[src/verilog/lite_timer_pkg.sv]
// Constants, register map and carrier types for the lite timebase/capture timer
package lite_timer_pkg;

    localparam int ADDR_W = 8;
    localparam int DATA_W = 32;
    localparam int CNT_W = 8;

    // Register byte offsets
    localparam logic [ADDR_W-1:0] FIRST_CSR_OFS = 8'h00;
    localparam logic [ADDR_W-1:0] SECOND_CSR_OFS = 8'h04;
    localparam logic [ADDR_W-1:0] SECOND_CNT_OFS = 8'h08;
    localparam logic [ADDR_W-1:0] SECOND_RELOAD_OFS = 8'h0C;
    localparam logic [ADDR_W-1:0] CAPTURE_VAL_OFS = 8'h10;
    localparam logic [ADDR_W-1:0] CAPTURE_CSR_OFS = 8'h14;
    localparam logic [ADDR_W-1:0] IRQ_STATUS_OFS = 8'h18;
    localparam logic [ADDR_W-1:0] IRQ_CLEAR_OFS = 8'h1C;
    localparam logic [ADDR_W-1:0] IRQ_ENABLE_OFS = 8'h20;

    // Field positions in the control/status registers
    localparam int FIRST_IE_BIT = 0;
    localparam int FIRST_DOUBLE_BIT = 1;
    localparam int FIRST_FLAG_BIT = 2;
    localparam int SECOND_IE_BIT = 0;
    localparam int SECOND_FLAG_BIT = 1;
    localparam int CAPTURE_IE_BIT = 0;
    localparam int CAPTURE_FLAG_BIT = 1;

    // Event bit positions in status, clear and enable registers
    localparam int EV_FIRST = 0;
    localparam int EV_SECOND = 1;
    localparam int EV_CAPTURE = 2;
    localparam int NUM_EVENTS = 3;

    // Timebase figures
    localparam int PRESCALE_DIV = 32;
    localparam logic [CNT_W-1:0] CNT1_LAST = 8'hF9;
    localparam logic [CNT_W-1:0] CNT1_START = 8'h00;
    localparam logic [CNT_W-1:0] CNT2_LAST = 8'hFF;
    localparam logic [CNT_W-1:0] RELOAD_RESET = 8'h00;
    localparam int REF_OSC_KHZ = 8000;
    localparam int FIRST_PERIOD_US = 1000;
    localparam int FIRST_PERIOD_TICKS = FIRST_PERIOD_US * REF_OSC_KHZ / 1000 / PRESCALE_DIV;

    localparam logic [1:0] RESP_OKAY = 2'h0;
    localparam logic [1:0] RESP_SLVERR = 2'h2;

    typedef enum logic [8:0] {
        SEL_NONE = 9'h000,
        SEL_FIRST_CSR = 9'h001,
        SEL_SECOND_CSR = 9'h002,
        SEL_SECOND_CNT = 9'h004,
        SEL_SECOND_RELOAD = 9'h008,
        SEL_CAPTURE_VAL = 9'h010,
        SEL_CAPTURE_CSR = 9'h020,
        SEL_IRQ_STATUS = 9'h040,
        SEL_IRQ_CLEAR = 9'h080,
        SEL_IRQ_ENABLE = 9'h100
    } reg_sel_t;

    typedef struct packed {
        logic period_double_select;
        logic capture_irq_enable;
        logic second_overflow_irq_enable;
        logic first_overflow_irq_enable;
    } ctrl_t;

endpackage : lite_timer_pkg

[src/verilog/timebase_prescaler.sv]
// Divides the reference clock into a one-cycle tick every DIV enabled cycles
`timescale 1ns/100ps
module timebase_prescaler #(
    parameter int DIV = 32
) (
    input wire logic ref_clk,
    input wire logic sys_rst,
    input wire logic clk_en,
    output logic tick
);
    localparam int PW = $clog2(DIV);
    localparam logic [PW-1:0] LAST = PW'(DIV - 1);
    localparam logic [PW-1:0] ZERO = '0;
    localparam logic [PW-1:0] ONE = PW'(1);

    logic [PW-1:0] phase;

    initial
    begin
        if (DIV < 2)
            $error("timebase_prescaler: DIV must be at least 2");
    end

    always_ff @(posedge ref_clk)
    begin
        if (sys_rst)
            phase <= ZERO;
        else if (clk_en)
            phase <= (phase == LAST) ? ZERO : phase + ONE;
    end

    // Tick belongs to the cycle in which the phase wraps
    assign tick = clk_en && (phase == LAST);
endmodule : timebase_prescaler

[src/verilog/pin_edge_detect.sv]
// Two-flop synchroniser for an outside pin with any-edge detection
`timescale 1ns/100ps
module pin_edge_detect (
    input wire logic ref_clk,
    input wire logic sys_rst,
    input wire logic clk_en,
    input wire logic pin,
    output logic edge_seen
);
    logic meta;
    logic level;
    logic level_prev;
    logic [1:0] armed;

    always_ff @(posedge ref_clk)
    begin
        if (sys_rst)
        begin
            meta <= 1'b0;
            level <= 1'b0;
            level_prev <= 1'b0;
        end
        else if (clk_en)
        begin
            meta <= pin;
            level <= meta;
            level_prev <= level;
        end
    end

    // Masks edges for two enabled cycles after reset; a pin high at reset still shows one edge
    always_ff @(posedge ref_clk)
    begin
        if (sys_rst)
            armed <= 2'h0;
        else if (clk_en && !armed[1])
            armed <= {armed[0], 1'b1};
    end

    // Comparing two settled samples gives one pulse per edge
    assign edge_seen = clk_en && armed[1] && (level != level_prev);
endmodule : pin_edge_detect

[src/verilog/lite_timebase_capture_timer.sv]
// Lite timer: two timebase counters, pin capture, AXI4-Lite registers, interrupt
//
// Added by the designer: the AXI4-Lite interface to the registers and the register offsets.
`timescale 1ns/100ps
module lite_timebase_capture_timer #(
    parameter int PRESCALE = lite_timer_pkg::PRESCALE_DIV
) (
    input wire logic ref_clk,
    input wire logic sys_rst,
    input wire logic clk_en,
    input wire logic capture_input_pin,
    input wire logic [lite_timer_pkg::ADDR_W-1:0] awaddr,
    input wire logic [2:0] awprot,
    input wire logic awvalid,
    output logic awready,
    input wire logic [lite_timer_pkg::DATA_W-1:0] wdata,
    input wire logic [3:0] wstrb,
    input wire logic wvalid,
    output logic wready,
    output logic [1:0] bresp,
    output logic bvalid,
    input wire logic bready,
    input wire logic [lite_timer_pkg::ADDR_W-1:0] araddr,
    input wire logic [2:0] arprot,
    input wire logic arvalid,
    output logic arready,
    output logic [lite_timer_pkg::DATA_W-1:0] rdata,
    output logic [1:0] rresp,
    output logic rvalid,
    input wire logic rready,
    output logic irq,
    output logic wake_req
);
    import lite_timer_pkg::*;

    initial
    begin
        if (PRESCALE < 2)
            $error("lite_timebase_capture_timer: PRESCALE must be at least 2");
        if (FIRST_PERIOD_TICKS != int'(CNT1_LAST) + 1)
            $error("lite_timebase_capture_timer: counter 1 modulus mismatch");
    end

    function automatic reg_sel_t decode(input logic [ADDR_W-1:0] addr);
        case (addr)
            FIRST_CSR_OFS: decode = SEL_FIRST_CSR;
            SECOND_CSR_OFS: decode = SEL_SECOND_CSR;
            SECOND_CNT_OFS: decode = SEL_SECOND_CNT;
            SECOND_RELOAD_OFS: decode = SEL_SECOND_RELOAD;
            CAPTURE_VAL_OFS: decode = SEL_CAPTURE_VAL;
            CAPTURE_CSR_OFS: decode = SEL_CAPTURE_CSR;
            IRQ_STATUS_OFS: decode = SEL_IRQ_STATUS;
            IRQ_CLEAR_OFS: decode = SEL_IRQ_CLEAR;
            IRQ_ENABLE_OFS: decode = SEL_IRQ_ENABLE;
            default: decode = SEL_NONE;
        endcase
    endfunction : decode

    logic tick;
    logic pin_edge;
    logic [CNT_W-1:0] first_count;
    logic [CNT_W-1:0] second_count;
    logic [CNT_W-1:0] reload_value;
    logic [CNT_W-1:0] capture_value;
    logic wrap_half;
    ctrl_t ctrl;
    logic [NUM_EVENTS-1:0] flags;
    logic [NUM_EVENTS-1:0] ev_set;
    logic [NUM_EVENTS-1:0] ev_clr;
    logic [NUM_EVENTS-1:0] enables;

    // Write channel state
    logic aw_held;
    logic w_held;
    logic [ADDR_W-1:0] aw_addr_q;
    logic [DATA_W-1:0] w_data_q;
    logic [3:0] w_strb_q;
    logic do_write;
    reg_sel_t wr_sel;
    logic wr_lane0;
    logic [CNT_W-1:0] wr_byte;

    // Read channel state
    logic rd_take;
    reg_sel_t rd_sel;
    logic [DATA_W-1:0] next_rdata;

    timebase_prescaler #(
        .DIV(PRESCALE)
    ) u_prescaler (
        .ref_clk(ref_clk),
        .sys_rst(sys_rst),
        .clk_en(clk_en),
        .tick(tick)
    );

    pin_edge_detect u_pin_edge (
        .ref_clk(ref_clk),
        .sys_rst(sys_rst),
        .clk_en(clk_en),
        .pin(capture_input_pin),
        .edge_seen(pin_edge)
    );

    // AXI4-Lite write: address and data taken in any order, then one response
    assign awready = clk_en && !aw_held && !bvalid;
    assign wready = clk_en && !w_held && !bvalid;
    assign do_write = clk_en && aw_held && w_held;
    assign wr_sel = decode(aw_addr_q);
    assign wr_lane0 = w_strb_q[0];
    assign wr_byte = w_data_q[CNT_W-1:0];

    always_ff @(posedge ref_clk)
    begin
        if (sys_rst)
        begin
            aw_held <= 1'b0;
            w_held <= 1'b0;
            aw_addr_q <= '0;
            w_data_q <= '0;
            w_strb_q <= 4'h0;
            bvalid <= 1'b0;
            bresp <= RESP_OKAY;
        end
        else if (clk_en)
        begin
            if (awvalid && awready)
            begin
                aw_held <= 1'b1;
                aw_addr_q <= awaddr;
            end
            if (wvalid && wready)
            begin
                w_held <= 1'b1;
                w_data_q <= wdata;
                w_strb_q <= wstrb;
            end
            if (do_write)
            begin
                aw_held <= 1'b0;
                w_held <= 1'b0;
                bvalid <= 1'b1;
                bresp <= (wr_sel == SEL_NONE) ? RESP_SLVERR : RESP_OKAY;
            end
            else if (bvalid && bready)
                bvalid <= 1'b0;
        end
    end

    // AXI4-Lite read: one outstanding, data registered on the accepting edge
    assign arready = clk_en && !rvalid;
    assign rd_take = arvalid && arready;
    assign rd_sel = decode(araddr);

    always_comb
    begin
        next_rdata = '0;
        case (rd_sel)
            SEL_FIRST_CSR:
            begin
                next_rdata[FIRST_IE_BIT] = ctrl.first_overflow_irq_enable;
                next_rdata[FIRST_DOUBLE_BIT] = ctrl.period_double_select;
                next_rdata[FIRST_FLAG_BIT] = flags[EV_FIRST];
            end
            SEL_SECOND_CSR:
            begin
                next_rdata[SECOND_IE_BIT] = ctrl.second_overflow_irq_enable;
                next_rdata[SECOND_FLAG_BIT] = flags[EV_SECOND];
            end
            SEL_SECOND_CNT: next_rdata[CNT_W-1:0] = second_count;
            SEL_SECOND_RELOAD: next_rdata[CNT_W-1:0] = reload_value;
            SEL_CAPTURE_VAL: next_rdata[CNT_W-1:0] = capture_value;
            SEL_CAPTURE_CSR:
            begin
                next_rdata[CAPTURE_IE_BIT] = ctrl.capture_irq_enable;
                next_rdata[CAPTURE_FLAG_BIT] = flags[EV_CAPTURE];
            end
            SEL_IRQ_STATUS: next_rdata[NUM_EVENTS-1:0] = flags;
            SEL_IRQ_ENABLE: next_rdata[NUM_EVENTS-1:0] = enables;
            default: next_rdata = '0;
        endcase
    end

    always_ff @(posedge ref_clk)
    begin
        if (sys_rst)
        begin
            rvalid <= 1'b0;
            rdata <= '0;
            rresp <= RESP_OKAY;
        end
        else if (clk_en)
        begin
            if (rd_take)
            begin
                rvalid <= 1'b1;
                rdata <= next_rdata;
                rresp <= (rd_sel == SEL_NONE) ? RESP_SLVERR : RESP_OKAY;
            end
            else if (rvalid && rready)
                rvalid <= 1'b0;
        end
    end

    // Control bits; the enable register aliases the same storage
    always_ff @(posedge ref_clk)
    begin
        if (sys_rst)
            ctrl <= '0;
        else if (do_write && wr_lane0)
        begin
            case (wr_sel)
                SEL_FIRST_CSR:
                begin
                    ctrl.first_overflow_irq_enable <= wr_byte[FIRST_IE_BIT];
                    ctrl.period_double_select <= wr_byte[FIRST_DOUBLE_BIT];
                end
                SEL_SECOND_CSR: ctrl.second_overflow_irq_enable <= wr_byte[SECOND_IE_BIT];
                SEL_CAPTURE_CSR: ctrl.capture_irq_enable <= wr_byte[CAPTURE_IE_BIT];
                SEL_IRQ_ENABLE:
                begin
                    ctrl.first_overflow_irq_enable <= wr_byte[EV_FIRST];
                    ctrl.second_overflow_irq_enable <= wr_byte[EV_SECOND];
                    ctrl.capture_irq_enable <= wr_byte[EV_CAPTURE];
                end
                default: ctrl <= ctrl;
            endcase
        end
    end

    // Reload is only stored here; counter 2 picks it up at its next wrap
    always_ff @(posedge ref_clk)
    begin
        if (sys_rst)
            reload_value <= RELOAD_RESET;
        else if (do_write && wr_lane0 && wr_sel == SEL_SECOND_RELOAD)
            reload_value <= wr_byte;
    end

    // Counter 1: hidden, starts from zero, modulus 250
    always_ff @(posedge ref_clk)
    begin
        if (sys_rst)
            first_count <= CNT1_START;
        else if (tick)
            first_count <= (first_count == CNT1_LAST) ? CNT1_START : first_count + 8'h01;
    end

    // Counter rate stays fixed when doubled, so captures keep their resolution
    always_ff @(posedge ref_clk)
    begin
        if (sys_rst)
            wrap_half <= 1'b0;
        else if (tick && first_count == CNT1_LAST)
            wrap_half <= !wrap_half;
    end

    // Counter 2: readable, reloads from reload_value on passing FFh
    always_ff @(posedge ref_clk)
    begin
        if (sys_rst)
            second_count <= RELOAD_RESET;
        else if (tick)
            second_count <= (second_count == CNT2_LAST) ? reload_value : second_count + 8'h01;
    end

    // Event sources
    assign ev_set[EV_FIRST] = tick && first_count == CNT1_LAST
        && (!ctrl.period_double_select || wrap_half);
    assign ev_set[EV_SECOND] = tick && second_count == CNT2_LAST;
    // A clearing read in this cycle reopens capture, so the edge is not lost
    assign ev_set[EV_CAPTURE] = pin_edge && (!flags[EV_CAPTURE] || ev_clr[EV_CAPTURE]);

    // Clears: a read of the first or second CSR or of the capture value register, or a one written to the clear register
    assign ev_clr[EV_FIRST] = (rd_take && rd_sel == SEL_FIRST_CSR)
        || (do_write && wr_lane0 && wr_sel == SEL_IRQ_CLEAR && wr_byte[EV_FIRST]);
    assign ev_clr[EV_SECOND] = (rd_take && rd_sel == SEL_SECOND_CSR)
        || (do_write && wr_lane0 && wr_sel == SEL_IRQ_CLEAR && wr_byte[EV_SECOND]);
    assign ev_clr[EV_CAPTURE] = (rd_take && rd_sel == SEL_CAPTURE_VAL)
        || (do_write && wr_lane0 && wr_sel == SEL_IRQ_CLEAR && wr_byte[EV_CAPTURE]);

    // Sticky flags, set beats clear
    genvar gi;
    generate
        for (gi = 0; gi < NUM_EVENTS; gi++)
        begin : g_flag
            always_ff @(posedge ref_clk)
            begin
                if (sys_rst)
                    flags[gi] <= 1'b0;
                else if (ev_set[gi])
                    flags[gi] <= 1'b1;
                else if (ev_clr[gi])
                    flags[gi] <= 1'b0;
            end
        end
    endgenerate

    // Capture register holds the last accepted capture only
    always_ff @(posedge ref_clk)
    begin
        if (sys_rst)
            capture_value <= CNT1_START;
        else if (ev_set[EV_CAPTURE])
            capture_value <= first_count;
    end

    assign enables[EV_FIRST] = ctrl.first_overflow_irq_enable;
    assign enables[EV_SECOND] = ctrl.second_overflow_irq_enable;
    assign enables[EV_CAPTURE] = ctrl.capture_irq_enable;

    // Registered so the outputs are glitch-free; one cycle behind the flags
    always_ff @(posedge ref_clk)
    begin
        if (sys_rst)
        begin
            irq <= 1'b0;
            wake_req <= 1'b0;
        end
        else if (clk_en)
        begin
            irq <= |(flags & enables);
            wake_req <= flags[EV_CAPTURE] && ctrl.capture_irq_enable;
        end
    end
endmodule : lite_timebase_capture_timer

[config.mk]
export PLATFORM = sky130hd
export DESIGN_NAME = lite_timebase_capture_timer
export DESIGN_NICKNAME = d
export VERILOG_FILES = /design/src/verilog/lite_timer_pkg.sv /design/src/verilog/timebase_prescaler.sv /design/src/verilog/pin_edge_detect.sv /design/src/verilog/lite_timebase_capture_timer.sv
export SDC_FILE = /design/constraint.sdc
export NUM_CORES = 1
export LEC_CHECK = 0
export ABC_AREA = 1
export ABC_CLOCK_PERIOD_IN_PS = 2100
export BUFFER_PORTS_ARGS = -buffer_cell sky130_fd_sc_hd__buf_4
export CAP_MARGIN = 10
export CORE_ASPECT_RATIO = 1.4
export CORE_MARGIN = 2
export CORE_UTILIZATION = 45
export DETAILED_ROUTE_END_ITERATION = 8
export GPL_ROUTABILITY_DRIVEN = 0
export PLACE_DENSITY = 0.73
export SLEW_MARGIN = 20
export SYNTH_ARGS = -nofsm -noshare
export SYNTH_HDL_FRONTEND = slang
export SYNTH_SLANG_ARGS = --single-unit
[constraint.sdc]
create_clock -name ref_clk -period 2.1 [get_ports ref_clk]
set_input_delay 0.63 -clock ref_clk [delete_from_list [all_inputs] [get_ports ref_clk]]
set_output_delay 0.63 -clock ref_clk [all_outputs]
set_load 0.05 [all_outputs]
---- Word level (Yosys, flattened, before mapping) ----
Cells that the tools add are included.
operators by class
  add/sub/neg operators ................... 3
  equality and inequality tests ........... 34
  muxes and demuxes ....................... 26
  bitwise operators ....................... 1
  reduce and logical (&&, ||, !) cells .... 70
operator list
  kind                                            number
  one-hot mux 9 bit (9 select lines)              2
  == test 8 x 5 -> 1 bit (second input constant)  8
  == test 8 x 4 -> 1 bit (second input constant)  4
  logical AND 1 bit                               30
  AND reduction 2 bit                             12
  == test 9 x 1 -> 1 bit (second input constant)  2
  == test 9 x 2 -> 1 bit (second input constant)  2
  == test 9 x 4 -> 1 bit (second input constant)  2
  == test 9 x 6 -> 1 bit (second input constant)  2
  == test 9 bit (second input constant)           2
  zero test 9 bit                                 2
  nonzero test 2 bit                              9
  adder 8 x 1 -> 8 bit (second input constant)    2
  == test 8 x 3 -> 1 bit (second input constant)  2
  == test 8 x 6 -> 1 bit (second input constant)  2
  == test 8 bit (second input constant)           2
  zero test 8 bit                                 2
  two-way mux 8 bit                               2
  one-hot mux 2 bit (8 select lines)              1
  one-hot mux 5 bit (3 select lines)              1
  two-way mux 1 bit                               14
  == test 9 x 3 -> 1 bit (second input constant)  1
  == test 9 x 5 -> 1 bit (second input constant)  1
  == test 9 x 7 -> 1 bit (second input constant)  1
  other kinds (13)                                26
word-level totals
  bits in registers ....................... 85
  input bits .............................. 67
  logic and storage cells ................. 163

---- Logic depth before layout (Yosys ltp) ----
  depth after elaboration ................. 9
  gate-level depth with buffers ........... 12
  mapped depth without buffers ............ 11

---- By module ----
From an unflattened synthesis, not the netlist that was laid out.
unflattened totals
  cells, all modules ...................... 592
  area, all modules ....................... 4102.7 um^2
by module, submodules not included
  module                       times used  cells each  area each (um^2)
  lite_timebase_capture_timer  1           534         3671.0
  timebase_prescaler           1           32          245.2
  pin_edge_detect              1           26          186.4

---- Worst setup path after synthesis ----
OpenSTA, ideal clock, no wires.
  path kind ............................... input to register
  start ................................... input clk_en
  end ..................................... register aw_addr_q[5]
  arrival ................................. 2603 ps
  required time ........................... 1981 ps
  path slack .............................. -622 ps
  stages .................................. 7
  path buffers ............................ 2
  cell sequence ........................... buf_6 inv_2 nor3_1 nand2_1 buf_2 o21ai_0 a21oi_1
on the way
  word-level cells in the longest chain between the ends .. 4
RTL lines
  element                         RTL line                            RTL
  from (decl)                     lite_timebase_capture_timer.sv:10   input wire logic clk_en,
  logical AND 1 bit (2 in a row)  lite_timebase_capture_timer.sv:106  assign awready = clk_en && !aw_held && !bvalid;
  net awready                     lite_timebase_capture_timer.sv:15   output logic awready,
  logical AND 1 bit               lite_timebase_capture_timer.sv:127  if (awvalid && awready)
  AND reduction 2 bit (no line)   n/a
  to (signal assigned)            lite_timebase_capture_timer.sv:130  aw_addr_q <= awaddr;
  to (decl)                       lite_timebase_capture_timer.sv:75   logic [ADDR_W-1:0] aw_addr_q;
The timed path passes the listed nets, and every way through them passes these cells.
A chain may end at the register's enable or synchronous reset.

---- Final worst setup path ----
  start ................................... register u_prescaler.phase[1]
  end ..................................... register first_count[5]
on the way
  word-level cells in the longest chain between the ends .. 2
RTL lines
  element                 RTL line                            RTL
  from (decl)             timebase_prescaler.sv:16            logic [PW-1:0] phase;
  from (signal assigned)  timebase_prescaler.sv:29            phase <= (phase == LAST) ? ZERO : phase + ONE;
  == test 5 bit           timebase_prescaler.sv:33            assign tick = clk_en && (phase == LAST);
  logical AND 1 bit       timebase_prescaler.sv:33
  to (signal assigned)    lite_timebase_capture_timer.sv:246  first_count <= (first_count == CNT1_LAST) ? CNT1_START : first_count + 8'h01;
  to (decl)               lite_timebase_capture_timer.sv:61   logic [CNT_W-1:0] first_count;
No other way between the ends.

==> results.cfg <==
[final_layout]
fin_cells = 761
fillers = 834
final_cell_mix = nand2_1 (122), dfxtp_1 (82), nor2_1 (76)
register_area_sq_um = 1663
area_growth_pct = 19.80
drive_above_1_share_pct = 16.82
final_nets = 721
layout_commonest_cell = nand2_1
multi_input_area_sq_um = 2103
n_antenna_cell = 0
final_area_sq_um = 4981

[clock_tree]
cts_tree = done
cts_hold_repair.buffers = 0
clk_latency_ps = 340
clk_pin_slew_ps = 60
cts_buffers = 9
htreeDepth = 3
root_buffer = clkbuf_16
clock-sinks = 83
cts_max_path_buffers = 2

[power_and_ir_drop]
power_leakage_nw = 2.123
cellPowerDensity_nw_per_um2 = 791.5
clkPwrFrac_pct = 46.9
fin_total_pwr_mw = 3.942
seqPwrFrac_pct = 42.1
p_int_mw = 2.927
p_sw_share_pct = 25.76
p_sw_mw = 1.016
p_comb_share_pct = 11.0
peakVddDrop_uv = 466.9

[die]
initial_core_util_pct = 46.31
fp-row-count = 41
die_y_microns = 117.7
core_area_sq_um = 8977
die_w_microns = 85.24
io_pins = 110
die-area_sq_um = 10030

[synthesis]
ys_seq_elements = 83
syn_avg_cell_area_sq_um = 7.071
synth_ff_type = dfxtp_1
synth_edf_count = 0
synth_area_sq_um = 4158
ys_async_sr_fraction_pct = 0
synth_cell_types = 41
synthCells = 588
ys_warn_count = 0
seq_area_frac_synth_pct = 39.96

[timing]
finalSetupTns_ps = 0
final.period_utilization_pct = 92.79
period_needed_ps = 1949
holdWs_ps = 463.7
slew_viol_final = 0
finalSetupViolations = 0
fmax_ghz = 0.5132
rsz0062_at_grt = yes
final_hold_viol_count = 0
fin_skew_ps = 7.129

[placed_design]
io_buffers = 50
hpwl_mm = 7.224
dp_cells = 744
placed_area_sq_um = 4607

[critical_path]
critPathMaxFanout = 4
worstPathArrival_ps = 2230
criticalPathCategory = flop to flop
end_kind = flop
worst_setup_path_start_kind = flop
cp.required_ps = 2380

[drt]
ant_nets = 0
wirelength_mm = 9.837
avgViaCountPerCell = 5.152
drt-pass1-iter-count = 6
drcViolationCount = 0
num_vias = 3921
drt_iter0_markers = 292
routedWlPerCell_microns = 12.93

[hold_path]
hold_path_class = flop to flop

[global_routing]
grt_pass1_vias = 3776
overflow = 0
grt_max_degree = 30
grt_util_all_layers_pct = 20.26
grt_first_pass_wirelength_mm = 16.59
grt_antenna_before_repair = 0

[run]
maxCapViolCount = 0

[status]
status = finished clean
==> layer usage <==
metal  track usage [%]  share of wire (%)
met2             35.45                 51
met5                 0                  0
met3             3.226                5.3
met1             23.17                 41
met4             10.71                3.2
==> synthesized netlist by cell type, drive strengths merged (2+ instances only) <==
cell type | instances | share of area, %
xor2 | 2 | 0.42
xnor2 | 3 | 0.63
dfxtp | 83 | 40
nand3 | 50 | 6.7
a31oi | 2 | 0.30
nand2 | 124 | 11
nor2 | 81 | 7.7
o21ai | 44 | 5.3
nor3 | 17 | 3.1
nand4 | 4 | 0.60
ha | 5 | 1.5
clkbuf | 8 | 0.72
buf | 37 | 6.7
a21oi | 55 | 6.6
o211ai | 4 | 0.72
inv | 54 | 4.9
a211oi | 2 | 0.36
nor3b | 3 | 0.81
==> flip-flops by register name (all words and copies together), names as in the netlist, 2 cells and up <==
| name | cells |
|---|---|
| u_pin_edge.armed | 2 |
| reload_value | 8 |
| u_prescaler.phase | 5 |
| ctrl | 4 |
| second_count | 8 |
| first_count | 8 |
| flags | 3 |
| w_data_q | 8 |
| capture_value | 8 |
| aw_addr_q | 8 |
| rdata | 8 |
==> final timing paths <==
path,from,to,slack [ps],cells past startpoint
setup reg to reg,u_prescaler.phase[1],first_count[5],150,11
setup / recovery,u_prescaler.phase[1],first_count[5],150,11
hold reg to reg,u_prescaler.phase[0],u_prescaler.phase[0],460,1
hold / removal,u_prescaler.phase[0],u_prescaler.phase[0],460,1
==> cell type report <==
cell class | instances | area share (%)
flip-flops and latches | 83 | 33.38
inverters | 55 | 4.145
well taps | 107 | 2.688
clock inverters | 7 | 2.487
repair buffers | 70 | 10.55
multi-input cells | 430 | 42.23
clock buffers | 9 | 4.521
==> worst max-delay path, cell delays in order, from the launching register on <==
cell and delay, ps:
dfxtp_1 360, ha_1 180, inv_1 60, nor3_1 130
ha_1 190, nand2_1 100, buf_4 170, nor4_1 340
nand2_1 120, nand2_1 80, nand2_1 60, nor2_1 90
==> power groups by stage <==
stage / Clock, mW / Combinational [mW] / Sequential, mW
after global placement: 0 / 0.424 / 1.69
after CTS: 1.87 / 0.435 / 1.66
after global routing: 1.93 / 0.476 / 1.66
final: 1.85 / 0.435 / 1.66
after detailed placement: 0 / 0.431 / 1.69
after floorplan: 0 / 0.335 / 1.71
==> repair_timing <==
action / CTS / global route
gates resized for setup: 0 / 4
endpoints found under the setup margin: 0 / 5
setup buffers: 0 / 1
==> per-stage QoR <==
| step | setup slack, ps | utilization (%) |
|---|---|---|
| 6_report | 151.4 | 55.48 |
| 5_1_grt | -34.12 | 55.48 |
| 4_1_cts | 146.0 | 55.21 |
| 3_5_place_dp | 161.3 | 51.32 |
| 3_3_place_gp | 171.8 | 51.32 |
| 2_1_floorplan | 45.94 | - |
==> cells by family after synthesis <==
family,after synthesis,synth area share (%)
other,1,0.09019
AND/OR/NAND/NOR,282,30.70
AO/OA/AOI/OAI,112,14.26
adder cells (fa/ha/maj),5,1.505
flip-flops,83,39.96
buffers and inverters,100,12.43
XOR/XNOR,5,1.053
Power figures use the tool's default switching activity.
